**src/cucs_consts.vh**
```
`ifndef CUCS_CONSTS_VH
`define CUCS_CONSTS_VH
// =====================================================================
// Chain geometry.
`define CUCS_GRP_W        6
`define CUCS_BOOT_LEN     367
`define CUCS_RUN_LEN      36
`define CUCS_ERR_LEN      60
`define CUCS_BOOT_CNT_W   9
`define CUCS_BOOT_LAST    9'h16E
// =====================================================================
// Register selects on the privileged move port.
`define CUCS_SEL_DATA     1'b0
`define CUCS_SEL_SHIFT    1'b1
`define CUCS_SHIFT_BIT    0
// =====================================================================
// Boot chain field positions, counted from the last bit shifted in.
`define CUCS_B_IO32       0
`define CUCS_B_RATIO      1
`define CUCS_B_STAGGER    2
`define CUCS_B_VTHR       3
`define CUCS_B_CLEAN      11
`define CUCS_B_ABUS       12
`define CUCS_B_LAYOUT     14
`define CUCS_B_SCLK       15
`define CUCS_B_SHADOW     19
`define CUCS_B_PROBE      20
`define CUCS_B_FASTDIS    21
`define CUCS_B_VRPIN      22
`define CUCS_B_CLEAN2     23
`define CUCS_B_ACKINH     24
`define CUCS_B_BARRIER    25
`define CUCS_B_ACKLIM     26
`define CUCS_B_VICLIM     31
`define CUCS_B_CLEAN3     34
`define CUCS_B_WWGAP      35
`define CUCS_B_RWGAP      36
`define CUCS_B_RRGAP      42
`define CUCS_B_BANK       43
`define CUCS_VICT_MAX     4'h6
`endif

```
**src/cucs_chain.v**
```verilog
// Summary of operation
// RQ1: Data window write stages low six bits.
// RQ2: Staged bits enter chain only at retire.
// RQ3: After trigger, window read returns chain bits.
// RQ4: Trigger bit zero moves six bits out.
// RQ5: Software keeps duplicate fields equal to originals.
// RQ6: Vector LSB sits first in chain.
// RQ7: Boot chain ordered from LSB upward.
// RQ8: Ratio flag set for 1.5x board cache.
// RQ9: Staggered fill required at 1.5x ratio.
// RQ10: Stream victims once count reaches threshold.
// RQ11: At most six pending victims; decoded threshold.
// RQ12: Clock multiplier field decoded one-hot.
// RQ13: Fast-movement disable blocks fast mode.
// RQ14: Clean-evict enable sends clean victims out.
// RQ15: Ack inhibit stops victim-read ack counting.
// RQ16: Barrier forward sends barriers off chip.
// RQ17: Board-cache idle gaps from chain fields.
// RQ18: Shadow tag enable selects duplicate tag mode.
// RQ19: Probe-tag-only bit selects that mode.
// RQ20: Victim-read pin mode from chain bit.
// RQ21: Bus width and layout from boot chain.
// RQ22: Ack and victim limits held from chain.
// RQ23: Bank enable marks board cache banked.
// RQ24: Reset loads 367 ROM bits, MSB first.
// RQ25: Runtime chain advances six per write.
// RQ26: Trigger destructively shifts error chain out.
// RQ27: Reserved bits read zero, writes ignored.
// RQ28: Software reads whole error chain in groups.
`include "cucs_consts.vh"
module cucs_chain (
	mclk,
	resetn,
	boot_bit,
	boot_busy,
	priv_wr,
	priv_sel,
	priv_wdata,
	priv_retire,
	priv_rdata,
	err_capture,
	err_capture_vld,
	run_chain,
	victim_add,
	victim_take,
	victim_stream,
	victim_count,
	io32_en,
	cache_ratio_flag,
	staggered_fill_en,
	clean_evict_en,
	sys_addr_bus_width,
	sys_bus_layout,
	mult_1p5,
	mult_2p0,
	mult_2p5,
	mult_3p0,
	shadow_tag_en,
	probe_tag_only_en,
	fast_move_en,
	victim_read_pin_mode,
	victim_read_ack_inhibit,
	barrier_forward_en,
	sys_ack_limit,
	sys_victim_limit,
	write_write_gap,
	read_write_gap,
	read_read_gap,
	banked_cache_en
);
	input  wire                      mclk;
	input  wire                      resetn;
	input  wire                      boot_bit;
	output wire                      boot_busy;
	input  wire                      priv_wr;
	input  wire                      priv_sel;
	input  wire [63:0]               priv_wdata;
	input  wire                      priv_retire;
	output wire [63:0]               priv_rdata;
	input  wire [`CUCS_ERR_LEN-1:0]  err_capture;
	input  wire                      err_capture_vld;
	output wire [`CUCS_RUN_LEN-1:0]  run_chain;
	input  wire                      victim_add;
	input  wire                      victim_take;
	output wire                      victim_stream;
	output wire [3:0]                victim_count;
	output wire                      io32_en;
	output wire                      cache_ratio_flag;
	output wire                      staggered_fill_en;
	output wire                      clean_evict_en;
	output wire [1:0]                sys_addr_bus_width;
	output wire                      sys_bus_layout;
	output wire                      mult_1p5;
	output wire                      mult_2p0;
	output wire                      mult_2p5;
	output wire                      mult_3p0;
	output wire                      shadow_tag_en;
	output wire                      probe_tag_only_en;
	output wire                      fast_move_en;
	output wire                      victim_read_pin_mode;
	output wire                      victim_read_ack_inhibit;
	output wire                      barrier_forward_en;
	output wire [4:0]                sys_ack_limit;
	output wire [2:0]                sys_victim_limit;
	output wire                      write_write_gap;
	output wire [5:0]                read_write_gap;
	output wire                      read_read_gap;
	output wire                      banked_cache_en;

	// Boot bit comes from the serial ROM pin, so it is synchronised.
	reg                            boot_s1_q;
	reg                            boot_s2_q;
	reg [`CUCS_BOOT_LEN-1:0]       boot_q;
	reg [`CUCS_BOOT_CNT_W-1:0]     boot_cnt_q;
	reg                            boot_busy_q;
	// Privileged port state: staged group, window and the two chains.
	reg [`CUCS_GRP_W-1:0]          stage_q;
	reg                            stage_vld_q;
	reg [`CUCS_GRP_W-1:0]          window_q;
	reg [`CUCS_RUN_LEN-1:0]        run_q;
	reg [`CUCS_ERR_LEN-1:0]        err_q;
	// Victim bookkeeping.
	reg [3:0]                      vcount_q;
	reg [3:0]                      vcount_d;

	// =================================================================
	// Boot load
	// Bits arrive MSB first: each enters at bit 0 and moves upward, so
	// after all bits the last one sent, the first-listed field, sits at
	// bit 0 and the leading surplus bits have moved to the top end.
	// The privileged port is not gated by the load, so software that
	// reads configuration taps must first wait for boot_busy to fall.
	always @(posedge mclk or negedge resetn) begin
		if (!resetn) begin
			boot_s1_q   <= 1'b0;
			boot_s2_q   <= 1'b0;
			boot_q      <= {`CUCS_BOOT_LEN{1'b0}};
			boot_cnt_q  <= {`CUCS_BOOT_CNT_W{1'b0}};
			boot_busy_q <= 1'b1;
		end else begin
			boot_s1_q <= boot_bit;
			boot_s2_q <= boot_s1_q;
			if (boot_busy_q) begin
				boot_q     <= {boot_q[`CUCS_BOOT_LEN-2:0], boot_s2_q}; // RQ24
				boot_cnt_q <= boot_cnt_q + 9'h001;
				if (boot_cnt_q == `CUCS_BOOT_LAST)
					boot_busy_q <= 1'b0; // RQ24
			end
		end
	end

	assign boot_busy = boot_busy_q;

	// =================================================================
	// Privileged register port
	// Decoded privileged writes; a trigger needs its low bit set.
	wire                           data_wr;
	wire                           trig_wr;
	assign data_wr = priv_wr && priv_sel == `CUCS_SEL_DATA; // RQ1
	assign trig_wr = priv_wr && priv_sel == `CUCS_SEL_SHIFT &&
		priv_wdata[`CUCS_SHIFT_BIT]; // RQ4

	// A data window write only stages bits; the chain moves at retire.
	// A retire that finds nothing staged is ignored, so a stray retire
	// from an unrelated instruction cannot push stale bits in again.
	always @(posedge mclk or negedge resetn) begin
		if (!resetn) begin
			stage_q     <= {`CUCS_GRP_W{1'b0}};
			stage_vld_q <= 1'b0;
			window_q    <= {`CUCS_GRP_W{1'b0}};
			run_q       <= {`CUCS_RUN_LEN{1'b0}};
			err_q       <= {`CUCS_ERR_LEN{1'b0}};
		end else begin
			if (data_wr) begin
				stage_q     <= priv_wdata[`CUCS_GRP_W-1:0]; // RQ1 RQ27
				stage_vld_q <= 1'b1;
			end else if (priv_retire) begin
				stage_vld_q <= 1'b0;
			end
			if (priv_retire && stage_vld_q) begin
				// Six bits per retired write, LSB first.
				run_q <= {stage_q, run_q[`CUCS_RUN_LEN-1:`CUCS_GRP_W]}; // RQ2 RQ25 RQ6
			end
			if (err_capture_vld) begin
				err_q <= err_capture;
			end else if (trig_wr) begin
				// Destructive unload: low group out, zeros in at top.
				window_q <= err_q[`CUCS_GRP_W-1:0]; // RQ4 RQ26
				err_q    <= {{`CUCS_GRP_W{1'b0}},
					err_q[`CUCS_ERR_LEN-1:`CUCS_GRP_W]}; // RQ26
			end
		end
	end

	// Reads show the unloaded group; upper bits are zero.
	assign priv_rdata = {58'h0, window_q}; // RQ3 RQ27
	assign run_chain  = run_q;

	// =================================================================
	// Victim accumulation
	// Pending count saturates at six; streaming starts when the count
	// reaches the threshold, whose bit n means "threshold n+1".
	// Simultaneous add and take leave the count unchanged.
	always @* begin
		vcount_d = vcount_q;
		if (victim_add && !victim_take && vcount_q < `CUCS_VICT_MAX)
			vcount_d = vcount_q + 4'h1; // RQ11
		else if (victim_take && !victim_add && vcount_q != 4'h0)
			vcount_d = vcount_q - 4'h1;
	end

	always @(posedge mclk or negedge resetn) begin
		if (!resetn)
			vcount_q <= 4'h0;
		else
			vcount_q <= vcount_d;
	end

	// Highest decoded threshold bit gives the threshold count.
	function [3:0] thr_count;
		input [7:0] pat;
		integer i;
		begin
			thr_count = 4'h0;
			for (i = 0; i < 8; i = i + 1)
				if (pat[i])
					thr_count = i[3:0] + 4'h1;
		end
	endfunction

	// The threshold pattern is decoded once into a count to compare.
	wire [7:0]                     vthr_field;
	wire [3:0]                     vthr_count;
	assign vthr_field    = boot_q[`CUCS_B_VTHR+7:`CUCS_B_VTHR]; // RQ11
	assign vthr_count    = thr_count(vthr_field); // RQ11
	assign victim_count  = vcount_q;
	// No streaming during the load, while the threshold still moves.
	assign victim_stream = !boot_busy_q && vcount_q != 4'h0 &&
		vcount_q >= vthr_count; // RQ10 RQ11

	// =================================================================
	// Configuration fields from the boot chain
	// Every field is a tap, plain, inverted or decoded, on the boot register, so each output
	// settles as soon as the load is over and holds until reset.
	// While the load runs the taps show bits still in flight; users
	// must wait for boot_busy to fall before trusting any of them.

	// True when a multiplier field holds exactly the given code.
	function code_is;
		input [3:0] field;
		input [3:0] code;
		begin
			code_is = (field == code);
		end
	endfunction

	// The multiplier field, taken once for all four selects.
	wire [3:0]                     sclk_field;
	assign sclk_field = boot_q[`CUCS_B_SCLK+3:`CUCS_B_SCLK]; // RQ12

	// Leading fields: wide I/O, board-cache ratio and staggered fill.
	assign io32_en            = boot_q[`CUCS_B_IO32]; // RQ7
	assign cache_ratio_flag   = boot_q[`CUCS_B_RATIO]; // RQ7
	assign staggered_fill_en  = boot_q[`CUCS_B_STAGGER]; // RQ7

	// Clean victims and the shape of the system bus.
	assign clean_evict_en     = boot_q[`CUCS_B_CLEAN]; // RQ14
	assign sys_addr_bus_width = boot_q[`CUCS_B_ABUS+1:`CUCS_B_ABUS]; // RQ21
	assign sys_bus_layout     = boot_q[`CUCS_B_LAYOUT]; // RQ21

	// System clock multiplier, one select per legal code.
	// Illegal codes select nothing, so no ratio is ever doubly chosen.
	assign mult_1p5 = code_is(sclk_field, 4'h1); // RQ12
	assign mult_2p0 = code_is(sclk_field, 4'h2); // RQ12
	assign mult_2p5 = code_is(sclk_field, 4'h4); // RQ12
	assign mult_3p0 = code_is(sclk_field, 4'h8); // RQ12

	// Tag modes and the fast data path. The field is a disable bit,
	// so the enable output is its inverse.
	assign shadow_tag_en        = boot_q[`CUCS_B_SHADOW]; // RQ18
	assign probe_tag_only_en    = boot_q[`CUCS_B_PROBE]; // RQ19
	assign fast_move_en         = !boot_q[`CUCS_B_FASTDIS]; // RQ13

	// Victim-read, acknowledge and barrier controls on the system port.
	assign victim_read_pin_mode = boot_q[`CUCS_B_VRPIN]; // RQ20
	assign victim_read_ack_inhibit = boot_q[`CUCS_B_ACKINH]; // RQ15
	assign barrier_forward_en   = boot_q[`CUCS_B_BARRIER]; // RQ16

	// Limits on outstanding system acknowledges and victims.
	assign sys_ack_limit    = boot_q[`CUCS_B_ACKLIM+4:`CUCS_B_ACKLIM]; // RQ22
	assign sys_victim_limit = boot_q[`CUCS_B_VICLIM+2:`CUCS_B_VICLIM]; // RQ22

	// Board-cache idle gaps between reads and writes.
	assign write_write_gap  = boot_q[`CUCS_B_WWGAP]; // RQ17
	assign read_write_gap   = boot_q[`CUCS_B_RWGAP+5:`CUCS_B_RWGAP]; // RQ17
	assign read_read_gap    = boot_q[`CUCS_B_RRGAP]; // RQ17

	// Bank mode for the board cache.
	assign banked_cache_en  = boot_q[`CUCS_B_BANK]; // RQ23

endmodule

```
**config.mk**
```make
export PLATFORM = sky130hd
export DESIGN_NAME = cucs_chain
export DESIGN_NICKNAME = d
export VERILOG_FILES = /design/src/cucs_chain.v
export VERILOG_INCLUDE_DIRS = /design/src
export SDC_FILE = /design/constraint.sdc
export NUM_CORES = 1
export LEC_CHECK = 0
export BUFFER_PORTS_ARGS = -buffer_cell sky130_fd_sc_hd__buf_2
export CORE_ASPECT_RATIO = 1.1
export CORE_MARGIN = 3
export CORE_UTILIZATION = 35
export CTS_CLUSTER_DIAMETER = 50
export DETAILED_ROUTE_END_ITERATION = 16
export GPL_TIMING_DRIVEN = 0
export SLEW_MARGIN = 40
export SYNTH_ARGS = -nofsm -noshare
export SYNTH_HDL_FRONTEND = slang
export SYNTH_SLANG_ARGS = --single-unit
```
**constraint.sdc**
```tcl
create_clock -name mclk -period 2 [get_ports mclk]
set_clock_uncertainty 0.1 [all_clocks]
set_input_delay 0.2 -clock mclk [delete_from_list [all_inputs] [get_ports mclk]]
set_output_delay 0.2 -clock mclk [all_outputs]
set_load 0.05 [all_outputs]
```
After elaboration in Yosys (flattened, before gate mapping)
Cells that the tools add are included.
Widths: inputs -> output; s select.
Word-level totals
  register bits after elaboration: 169
  input port bits: 133
  output and inout bits: 140
Cells by class
  add/subtract/negate cells: 3
  order comparisons: 2
  equal/unequal tests: 5
  muxes and demuxes: 16
  bitwise logic cells: 2
  reduce and logical (&&, ||, !) cells: 19
Operator list (count)
  $mux 60: 2
  $mux 3: 4
  $mux 4: 3
  $logic_and 1x1->1: 10
  $add 9x1->9 const B: 1
  $eq 9x9->1 const B: 1
  $reduce_bool 2->1: 3
  $mux 1: 5
  $add 4x1->4 const B: 1
  $eq 4x1->1 const B: 1
  $eq 4x2->1 const B: 1
  $eq 4x3->1 const B: 1
  $eq 4x4->1 const B: 1
  $ge 4x4->1: 1
  $logic_not 1->1: 4
  $lt 4x3->1 const B: 1
  $mux 2: 2
  $reduce_bool 4->1: 1
  $sub 4x1->4 const B: 1
  $not 1->1: 2
  $reduce_and 2->1: 1

Depth between registers and ports, before layout
Gate-level depths: netlist (run 1).
  depth in word-level cells: 10
  depth in mapped cells: 9
  depth with buffers taken out: 9

Worst setup path before layout (run 1)
OpenSTA, ideal clock, no wires.
  path type: register to output
  start point: register vcount_q[0] (netlist: victim_count[0])
  end point: output victim_stream
  arrival: 2.890 ns
  data required time: 1.700 ns
  slack: -1.190 ns
  stages on the path, launching flop included: 7
  buffers on the path: 0
  cell sequence: dfrtp_1 inv_1 ha_1 nand2b_1 a21o_1 a211oi_1 nor4_1
Between the ends
  word-level cells in the longest chain between the ends: 3
  elaborated cells on any way between the ends: 4
  classes of those cells: order compare: 1; reduce/logical: 3
Ends and longest elaborated chain
  start, declared: line cucs_chain.v:123  | reg [3:0] vcount_q;
  start signal, assigned: line cucs_chain.v:216  | vcount_q <= vcount_d;
  parallel branches: the longest is 2 deep, another holds $ge 4x4->1
  $logic_and 1x1->1 *: line cucs_chain.v:238  | assign victim_stream = !boot_busy_q && vcount_q != 4'h0 &&
  end, declared: line cucs_chain.v:85  | output wire victim_stream;
Mark *: on every way between the ends.

Worst setup path after layout (run 1)
  start point: register boot_q[4]
  end point: output victim_stream
Between the ends
  word-level cells in the longest chain between the ends: 9
Ends and longest elaborated chain
  start, declared: line cucs_chain.v:113  | reg [`CUCS_BOOT_LEN-1:0] boot_q;
  start signal, assigned: line cucs_chain.v:137  | boot_q <= {`CUCS_BOOT_LEN{1'b0}};
  start signal, assigned: line cucs_chain.v:144  | boot_q <= {boot_q[`CUCS_BOOT_LEN-2:0], boot_s2_q};
  $mux 2 (2 in series): line cucs_chain.v:226  | if (pat[i])
  $mux 3 (4 in series): line cucs_chain.v:226
  $mux 4: line cucs_chain.v:226
  $ge 4x4->1: line cucs_chain.v:239  | vcount_q >= vthr_count;
  $logic_and 1x1->1: line cucs_chain.v:238
Every way passes these cells.

==> results of run 1 <==
## routing by layer
layer  track usage (%)  share of wire (%)
met1             18.75                 45
met2             23.39                 48
met3             3.640                5.3
met4             5.218                2.2
met5                 0                  0
## worst max-delay path: cells and delay by family, from the launching register on
kind / cells / cell delay (ns)
compound gates: 5 / 0.78
fa+ha+maj: 1 / 0.23
buf+inv: 1 / 0.17
flops: 1 / 0.37
simple gates: 3 / 0.34
## metrics by stage
| stage | hold WS [ns] | TNS [ns] | worst slack [ns] | power (W) |
|---|---|---|---|---|
| global route | 0.02913 | -1.137 | -0.7130 | 0.01210 |
| finish | 0.02561 | -0.8360 | -0.6024 | 0.01153 |
| global placement | 0.2098 | -364.27 | -2.738 | 0.007825 |
| floorplan | -0.1956 | -1.581 | -0.3813 | 0.006980 |
| CTS | 0.002016 | -0.7696 | -0.6343 | 0.01151 |
| detailed placement | 0.04416 | -0.6068 | -0.4496 | 0.007898 |
## what timing repair did
| action | CTS | global route |
|---|---|---|
| hold endpoints to repair | 149 | 0 |
| buffers inserted | 2 | 6 |
| hold buffers | 70 | 0 |
| pin swaps | 9 | 3 |
| resized for setup | 5 | 8 |
| setup endpoints to repair | 3 | 3 |
## layout by cell type (no fill, tap or decap), types with 2 or more instances in the layout
cell	Yosys	layout
a21o_1	3	3
conb_1	1	58
mux2i_1	54	54
ha_1	8	7
nand4_1	4	4
a21oi_2	0	3
diode_2	0	2
clkinv_2	0	2
buf_6	0	2
buf_4	75	82
clkbuf_16	0	17
clkbuf_8	0	3
mux2_4	6	8
mux2_2	84	82
inv_1	7	7
nand3_1	6	5
buf_16	0	2
xnor2_1	7	7
dfrtp_1	168	165
clkinvlp_4	0	2
dfrtp_2	0	2
nand2b_1	3	2
o21ai_0	65	65
nor2_1	6	6
nor4b_1	4	3
bufinv_16	0	3
buf_2	15	169
clkbuf_1	15	16
nand2_1	78	77
clkinv_4	0	2
dlygate4sd3_1	0	70
xor2_1	3	3
## layout make-up
class	count	area, sq um
diodes	2	5.005
plain buffers	105	694.4
clock buffers	21	470.5
clock inverters	10	141.4
fillers	1935	10830
inverters	7	26.28
multi-input cells	408	2984
flip-flops and latches	169	4237
well taps	290	362.8
repair buffers	236	1617
## sequential cells by signal (all words and copies together) (netlist names), 4 cells and up
| signal | cells |
|---|---|
| err_q | 60 |
| boot_q | 44 |
| run_chain | 36 |
| boot_cnt_q | 9 |
| stage_q | 6 |
| window_q | 6 |
| victim_count | 4 |
## kinds of logic (layout without fill, tap and decap cells)
group / after synthesis / after routing / share of synthesized area, %
AO/OA/AOI/OAI: 78 / 78 / 5.375
XOR/XNOR: 10 / 10 / 1.147
adder cells (fa/ha/maj): 9 / 9 / 1.573
buffers and inverters: 112 / 379 / 9.440
flip-flops: 169 / 169 / 55.41
multiplexers: 144 / 144 / 20.65
other: 1 / 60 / 0.04912
AND/OR/NAND/NOR: 109 / 109 / 6.358
## power by group through the flow
stage	combinational [W]	sequential, W	clock [W]
floorplan	0.00121	0.00577	0
global placement	0.00339	0.00444	0
detailed placement	0.00344	0.00446	0
CTS	0.00359	0.00440	0.00352
global route	0.00396	0.00447	0.00367
finish	0.00374	0.00437	0.00343
## how the worst min path moves through the flow
stage | cells past startpoint | endpoint
floorplan | 0 | boot_cnt_q[0]
global placement | 1 | boot_s1_q
detailed placement | 1 | boot_q[14]
CTS | 3 | victim_count[3]
global route | 3 | victim_count[3]
finish | 3 | victim_count[3]
## synth_stat cells, types with 2 or more instances
| cell type | number | area, sq um |
|---|---|---|
| buf_2 | 15 | 75.07 |
| mux2i_1 | 54 | 540.5 |
| mux2_2 | 84 | 945.9 |
| xor2_1 | 3 | 26.28 |
| xnor2_1 | 7 | 61.31 |
| dfrtp_1 | 168 | 4204 |
| clkbuf_1 | 15 | 56.30 |
| o21ai_0 | 65 | 325.3 |
| nand4_1 | 4 | 25.02 |
| nor4_1 | 2 | 12.51 |
| nor2_1 | 6 | 22.52 |
| mux2_4 | 6 | 90.09 |
| nor4b_1 | 4 | 35.03 |
| nand3_1 | 6 | 30.03 |
| nand2_1 | 78 | 292.8 |
| inv_1 | 7 | 26.28 |
| buf_4 | 75 | 563.0 |
| a21o_1 | 3 | 22.52 |
| nand2b_1 | 3 | 18.77 |
| a21oi_1 | 5 | 25.02 |
| ha_1 | 8 | 100.1 |
==> impl_results.md, run 1 <==
* Hold Crit Class: input port to flip-flop
* DR DRC count at 0
* Die area at 23620 sq um
* Combinational share of power at 32.4%
* R2R Setup Slk at -0.12 ns
* Post-synth EDFFs at 0
* Final setup viols at 4
* CP Cell Sequence: nand2b_4, a21oi_2, o21bai_1, a21oi_2, ha_1, nand2b_1, a21o_1, a211oi_2, nor4_4, buf_6
* Synth unique cells at 35
* DIE WIDTH at 146.8 um
* Switching power total at 0.004261 W
* Maximum vdd drop at 751.3 uV
* Max stage delay on crit path at 0.37 ns
* Total of max-cap violations at 0
* Remaining global-route overflow at 0
* Sequential share of the synthesized area at 55.41%
* Row count at 56
* Worst Slack Setup Final at -0.6024 ns
* Crit end category: output pin
* CP arrival at 2.30 ns
* Final core occ at 49.31%
* Final Hold Viols at 0
* P_int at 0.007271 W
* Via Count at 5401
* Worst hold start: victim_take
* First-pass GRT wire length at 27810 um
* First DRT Iteration DRCs at 282
* Initial antenna violation count at 2
* Pre-antenna DRT Iters at 4
* Clock power frac at 29.7%
* Leak at 5.555 nW
* CP max FO at 2
* Worst flop-to-flop path endpoint: victim_count[3]
* Synth Register Bits at 169
* Share of layout cells above drive strength 1 at 41.11%
* P&R area growth vs syn at 38.02%
* Sequential share of power at 37.9%
* Main synth FF type: dfrtp_1
* Origin of the worst setup path: boot_q[4]
* Synthesized cell area at 7635 sq um
* CP Class: flip-flop to output pin
* DIE HEIGHT at 160.9 um
* Status: complete, but fails checks
* TritonCTS buffer count at 17
* Max Fclk at 0.3843 GHz
* DR vias/cell at 4.328
* CTS tree: done
* Max-slew violations at 0
* Routed WL at 16720 um
* R2R Path Start: victim_count[1]
* Pwr/cell area at 1094 nW/um^2
* Worst R2R Path Depth at 8
* Starting density of the core at 35.73%
* Warning count from the yosys run at 0
* Final period util at 130.1%
* CP most frequent cell: a21oi_2
* Clock insertion delay at the later pin of the skew report at 0.42 ns
* Worst path slowest cell: dfrtp_1
* Core ar. at 21370 sq um
* Final antenna-violating net count at 0
* Pin count of the biggest net entering global routing at 66
* Post-synthesis average cell area at 12.08 sq um
* Post-DP Area at 9105 sq um
* RSZ-0062 raised after global routing: yes
* CP Data Required Time at 1.70 ns
* Synth async-reset ratio at 100.0%
* Root Buffer: clkbuf_16
* # IOs at 273
* Design area at 10540 sq um
* Fin nets at 1086
* Clk buf depth at 2
* Avg WL per Cell at 13.40 um
* Dpl hpwl at 11630 um
* Switch share at 36.95%
* Non-Filler Instances at 1248
* GPL Wtd Cong at 0.7678
* Tmin final at 2.602 ns
* H-tree depth at 4
* Global Route Usage Sum at 14.41%
* Post-Synthesis Cells at 632
* Placed Cells at 1137
* Clock sink total at 169
* Failing checks: negative setup slack
* Startpoint types: flip-flop
* Worst-path clk slew at 0.06 ns
* Crit path to: victim_stream
* # port buffers at 156
* Vias in the first global route at 5514
Power figures use the tool's default switching activity.
==> inputs of run 2 (changes only) <==
--- a/config.mk
+++ b/config.mk
@@ -9,10 +9,12 @@
 export BUFFER_PORTS_ARGS = -buffer_cell sky130_fd_sc_hd__buf_2
 export CORE_ASPECT_RATIO = 1.1
 export CORE_MARGIN = 3
-export CORE_UTILIZATION = 35
+export CORE_UTILIZATION = 45
 export CTS_CLUSTER_DIAMETER = 50
 export DETAILED_ROUTE_END_ITERATION = 16
 export GPL_TIMING_DRIVEN = 0
+export PLACE_DENSITY = 0.76
+export REMOVE_ABC_BUFFERS = 1
 export SLEW_MARGIN = 40
 export SYNTH_ARGS = -nofsm -noshare
 export SYNTH_HDL_FRONTEND = slang
==> impl_results.md, run 2 (synthesized netlist as in run 1, its figures left out) <==
* Status: complete, but fails checks
* Failing checks: negative setup slack
* Starting density of the core at 46.29% (+11 points)
* Max reg flops at 60 (unchanged)
* Pre-antenna DRT Iters at 4 (unchanged)
* Core ar. at 16490 sq um (-23%)
* Maximum vdd drop at 782.9 uV (+4.2%)
* H-tree depth at 4 (unchanged)
* Slew @ Worst Pin at 0.6256 ns
* Clk buf depth at 2 (unchanged)
* DR vias/cell at 4.863 (+12%)
* Max-slew violations at 0 (unchanged)
* Largest Register: err_q
* Area occupied by registers at 4237 sq um (unchanged)
* DR DRC count at 0 (unchanged)
* Switching power total at 0.004228 W (-0.78%)
* Row count at 49 (-13%)
* Die area at 18570 sq um (-21%)
* Avg WL per Cell at 14.83 um (+11%)
* DIE WIDTH at 130.2 um (-11%)
* Worst Slack Setup Final at -0.5805 ns (+0.02188 ns)
* CP max FO at 2 (unchanged)
* Crit end category: output pin
* CP arrival at 2.28 ns (-0.02 ns)
* CP Data Required Time at 1.70 ns (about the same)
* Root Buffer: clkbuf_16
* Max Fclk at 0.3875 GHz (+0.85%)
* Final antenna-violating net count at 0 (unchanged)
* # port buffers at 156 (unchanged)
* Worst slew margin at 58.21%
* Commonest non-fill, non-tap cell in the layout: dfrtp_1
* CTS tree: done
* Non-Filler Instances at 1062 (-15%)
* Overall Power at 0.01125 W (-2.4%)
* Clock insertion delay at the later pin of the skew report at 0.42 ns (about the same)
* Fin nets at 987 (-9.1%)
* Pwr/cell area at 1145 nW/um^2 (+4.6%)
* Initial antenna violation count at 0 (-2)
* P_int at 0.007027 W (-3.4%)
* Via Count at 5164 (-4.4%)
* DIE HEIGHT at 142.6 um (-11%)
* Pin count of the biggest net entering global routing at 73 (+11%)
* Vias in the first global route at 5147 (-6.7%)
* Final period util at 129.0% (-1.1 points)
* Share of layout cells above drive strength 1 at 36.06% (-5.1 points)
* Routed WL at 15750 um (-5.8%)
* Layout fillers at 1295 (-33%)
* CP Class: flip-flop to output pin
* TritonCTS buffer count at 17 (unchanged)
* Final Hold Viols at 0 (unchanged)
* Remaining global-route overflow at 0 (unchanged)
* Final core occ at 59.61% (+10 points)
* Total of max-cap violations at 0 (unchanged)
* Leak at 5.116 nW (-7.9%)
* Switch share at 37.57% (+0.61 points)
* Most frequent cells in the layout: 166 x dfrtp_1, 153 x buf_2, 82 x mux2_2, 76 x nand2_1, 70 x dlygate4sd3_1
* Hold Crit Class: input port to flip-flop
* Sequential share of power at 38.6% (+0.7 points)
* Startpoint types: flip-flop
* Global Route Usage Sum at 16.90% (+2.5 points)
* First-pass GRT wire length at 25010 um (-10%)
* GPL Wtd Cong at 0.7544 (-1.7%)
* Combinational share of power at 33.0% (+0.6 points)
* RSZ-0062 raised after global routing: yes
* Final setup viols at 4 (unchanged)
* Worst hold slack at 0.04222 ns (+0.01660 ns)
* Tmin final at 2.581 ns (-0.02188 ns)
* # IOs at 273 (unchanged)
* Clock sink total at 169 (unchanged)
* Worst-path clk slew at 0.06 ns (about the same)
* P&R area growth vs syn at 28.76%
* Clock power frac at 28.4% (-1.3 points)
* First DRT Iteration DRCs at 206 (-27%)
* Dpl hpwl at 9466 um (-19%)
* Placed Cells at 950 (-16%)
* Area occupied by multi-input gates at 3000 sq um (+0.55%)
[run 2: cell count changes in the layout (fill, tap and decap cells not counted), sizes merged]
cell	delta
buf	-84
clkbuf	-16
bufinv	-1
clkinv	+1
diode	-1
inv	+1
[run 2: metal layers]
metal	vias to the layer above	share of wire [%]	track usage [%]	wire length (um)
met5	-	0	0	0
met4	0	3.4	8.534	529
li1	2462	-	-	-
met1	2488	41	20.28	6517
met2	166	50	28.36	7928
met3	48	4.9	3.928	775
[run 2: critical path: stages, from the launching register on]
cell	delay, ns
dfrtp_1	0.38
nand2b_4	0.14
a21oi_2	0.12
o21bai_1	0.07
a21oi_1	0.15
ha_1	0.25
nand2b_4	0.13
a21o_1	0.16
a211oi_2	0.18
nor4_1	0.08
buf_4	0.21
[run 2: metrics by stage]
stage               worst slack [ns]  TNS (ns)  area [sq um]
floorplan                     -1.656    -73.22          7154
global placement              -2.717   -474.00          8190
detailed placement           -0.3352   -0.6345          8368
CTS                          -0.5793   -0.6250          9756
global route                 -0.6853   -0.9799          9828
finish                       -0.5805   -0.7257          9831
[run 2: repair_timing]
item / 4_1_cts / 5_1_grt
hold endpoints to repair: 237 / 0
hold buffers: 70 / 0
resized for setup: 10 / 11
setup buffers: 9 / 1
setup endpoints to repair: 3 / 3
pin swaps: 8 / 8
[run 2: layout make-up]
class / count / area share [%]
Inverter: 7 / 0.2673
Sequential cell: 169 / 43.10
Multi-Input combinational cell: 408 / 30.52
Tap cell: 204 / 2.596
Timing Repair Buffer: 242 / 17.72
Clock buffer: 20 / 4.544
Antenna cell: 1 / 0.02546
Clock inverter: 11 / 1.235
[run 2: path summary, 6_finish.rpt]
check / from / end / slack (ns) / cells after the start
hold / removal: victim_take / victim_count[3] / 0.04 / 3
setup / recovery: boot_q[4] / victim_stream / -0.58 / 10
min in group asynchronous: resetn / victim_count[0] / 0.13 / 2
hold reg to reg: boot_s1_q / boot_s2_q / 0.29 / 0
max in group asynchronous: resetn / run_chain[7] / 1.03 / 3
setup reg to reg: victim_count[1] / victim_count[2] / -0.07 / 7
[run 2: power groups by stage]
stage | registers [W] | clock network (W) | logic [W]
4_1_cts | 0.00434 | 0.00329 | 0.00354
6_report | 0.00434 | 0.00320 | 0.00371
3_5_place_dp | 0.00442 | 0 | 0.00327
3_3_place_gp | 0.00439 | 0 | 0.00319
5_1_grt | 0.00442 | 0.00342 | 0.00391
2_1_floorplan | 0.00575 | 0 | 0.00106
==> inputs of run 3 (changes only) <==
--- a/config.mk
+++ b/config.mk
@@ -11,10 +11,12 @@
 export CORE_MARGIN = 3
 export CORE_UTILIZATION = 45
 export CTS_CLUSTER_DIAMETER = 50
+export CTS_CLUSTER_SIZE = 28
 export DETAILED_ROUTE_END_ITERATION = 16
 export GPL_TIMING_DRIVEN = 0
 export PLACE_DENSITY = 0.76
 export REMOVE_ABC_BUFFERS = 1
+export SETUP_SLACK_MARGIN = 0.1
 export SLEW_MARGIN = 40
 export SYNTH_ARGS = -nofsm -noshare
 export SYNTH_HDL_FRONTEND = slang
==> impl_results.md, run 3 (synthesized netlist as in run 1, its figures left out) <==
* Starting density of the core at 46.29% (unchanged)
* Final period util at 128.5% (-0.50 points)
* GPL Wtd Cong at 0.7544 (unchanged)
* Root Buffer: clkbuf_16
* Worst Slack Setup Final at -0.5706 ns (+0.009942 ns)
* M2 GR Usage at 28.47% (+0.11 points)
* Max-slew violations at 0 (unchanged)
* Vias in the first global route at 5164 (+0.33%)
* Worst hold start: victim_take
* Maximum vdd drop at 783.0 uV (about the same)
* Total of max-cap violations at 0 (unchanged)
* First DRT Iteration DRCs at 189 (-8.3%)
* Met3 capacity usage during global routing at 3.966% (+0.037 points)
* Hold Crit Class: input port to flip-flop
* First-pass GRT wire length at 25130 um (+0.47%)
* Remaining global-route overflow at 0 (unchanged)
* Setup WS pre-CTS at -0.3352 ns (unchanged)
* Pre-antenna DRT Iters at 4 (unchanged)
* Worst-path clk slew at 0.06 ns (about the same)
* Final setup viols at 4 (unchanged)
* Final antenna-violating net count at 0 (unchanged)
* GR Util met1 at 20.31% (+0.024 points)
* CP Class: flip-flop to output pin
* Fin nets at 988 (+0.10%)
* R2R Path Start: victim_count[1]
* Clock sink total at 169 (unchanged)
* Pin count of the biggest net entering global routing at 73 (unchanged)
* RSZ-0062 raised after global routing: yes
* CP Data Required Time at 1.70 ns (about the same)
* Via Count at 5146 (-0.35%)
* GRT busiest layer: met2
* Row count at 49 (unchanged)
* Dpl hpwl at 9466 um (unchanged)
* DR DRC count at 0 (unchanged)
* Leak at 5.126 nW (+0.19%)
* DR vias/cell at 4.841 (-0.44%)
* Max reg flops at 60 (unchanged)
* # IOs at 273 (unchanged)
* Initial antenna violation count at 0 (unchanged)
* CP arrival at 2.27 ns (about the same)
* Origin of the worst setup path: boot_q[4]
* Failing checks: negative setup slack
* Final core occ at 59.80% (+0.19 points)
* Core ar. at 16490 sq um (unchanged)
* Most frequent cells in the layout: 166 x dfrtp_1, 150 x buf_2, 82 x mux2_2, 76 x nand2_1, 70 x dlygate4sd3_1
* H-tree depth at 4 (unchanged)
* DIE WIDTH at 130.2 um (unchanged)
* Crit end category: output pin
* TritonCTS buffer count at 17 (unchanged)
* Commonest non-fill, non-tap cell in the layout: dfrtp_1
* Routed WL at 15900 um (+0.94%)
* Share of layout cells above drive strength 1 at 36.36% (+0.31 points)
* Global Route Usage Sum at 17.01% (+0.11 points)
* CP max FO at 2 (unchanged)
* Clock insertion delay at the later pin of the skew report at 0.42 ns (about the same)
* P&R area growth vs syn at 29.17%
* CTS tree: done
* Tmin final at 2.571 ns (-0.009942 ns)
* DIE HEIGHT at 142.6 um (unchanged)
* Slew @ Worst Pin at 0.6343 ns (+0.008668 ns)
* Die area at 18570 sq um (unchanged)
* Worst slew margin at 57.63% (-0.58 points)
* Final Hold Viols at 0 (unchanged)
* Max Fclk at 0.3890 GHz (+0.39%)
* Clk buf depth at 2 (unchanged)
* Startpoint types: flip-flop
* Pwr/cell area at 1141 nW/um^2 (-0.32%)
* Worst hold slack at 0.04458 ns (+0.002359 ns)
* Avg WL per Cell at 14.96 um (+0.84%)
* Status: complete, but fails checks
* Largest Register: err_q
* # port buffers at 156 (unchanged)
## run 3: cell types whose count changed in the layout (fill, tap and decap cells not counted)
cell and change:
buf_2 -3, buf_4 +2, buf_6 +1, clkbuf_4 +1, nor4b_1 -2, nor4b_2 +2
## run 3: metal layers
layer	part of all wire [%]	routed length (um)
met5	0	0
met4	3.7	584
met3	4.8	766
met2	50	7999
met1	41	6549
## run 3: final timing paths
check | cells past startpoint | slack [ns] | end
worst max-delay path | 10 | -0.57 | victim_stream
worst max register to register | 8 | -0.08 | victim_count[3]
min in group asynchronous | 2 | 0.15 | victim_count[0]
max in group asynchronous | 3 | 1.02 | boot_busy
worst min-delay path | 3 | 0.04 | victim_count[3]
worst min register to register | 0 | 0.29 | boot_s2_q
## run 3: through the flow
step	setup TNS (ns)	std cells	power, W	cell area, sq um
after floorplan	-73.22	584	0.006804	7154
after global placement	-474.00	944	0.007584	8190
after detailed placement	-0.6345	950	0.007686	8368
after CTS	-0.6201	1061	0.01118	9774
after global routing	-0.8937	1062	0.01175	9859
final	-0.7031	1063	0.01125	9862
## run 3: layout make-up
class,instances,area [sq um]
antenna,1,2.502
clock buffer,20,446.7
clock inverter,11,121.4
fill,1298,6630
inverter,7,26.28
multi-input combinational,408,3013
sequential,169,4237
tap,204,255.2
timing repair buffer,243,1760
## run 3: what timing repair did
item                                    CTS  global route
hold buffers                             70             0
pin swaps                                10             7
setup buffers                            10             1
endpoints found under the hold margin   237             0
endpoints found under the setup margin    4             6
resized for setup                        12            16
## run 3: power breakdown
group          switching [W]  internal, W  total (W)
Sequential          0.000380      0.00396    0.00434
Combinational        0.00252      0.00120    0.00372
Clock                0.00132      0.00187    0.00319
## run 3: critical path, cell delays in order, from the launching register on
cell      delay (ns)
dfrtp_1         0.38
nand2b_4        0.14
a21oi_2         0.12
o21bai_1        0.07
a21oi_1         0.15
ha_1            0.25
nand2b_4        0.13
a21o_1          0.16
a211oi_2        0.18
nor4_1          0.08
buf_4           0.20
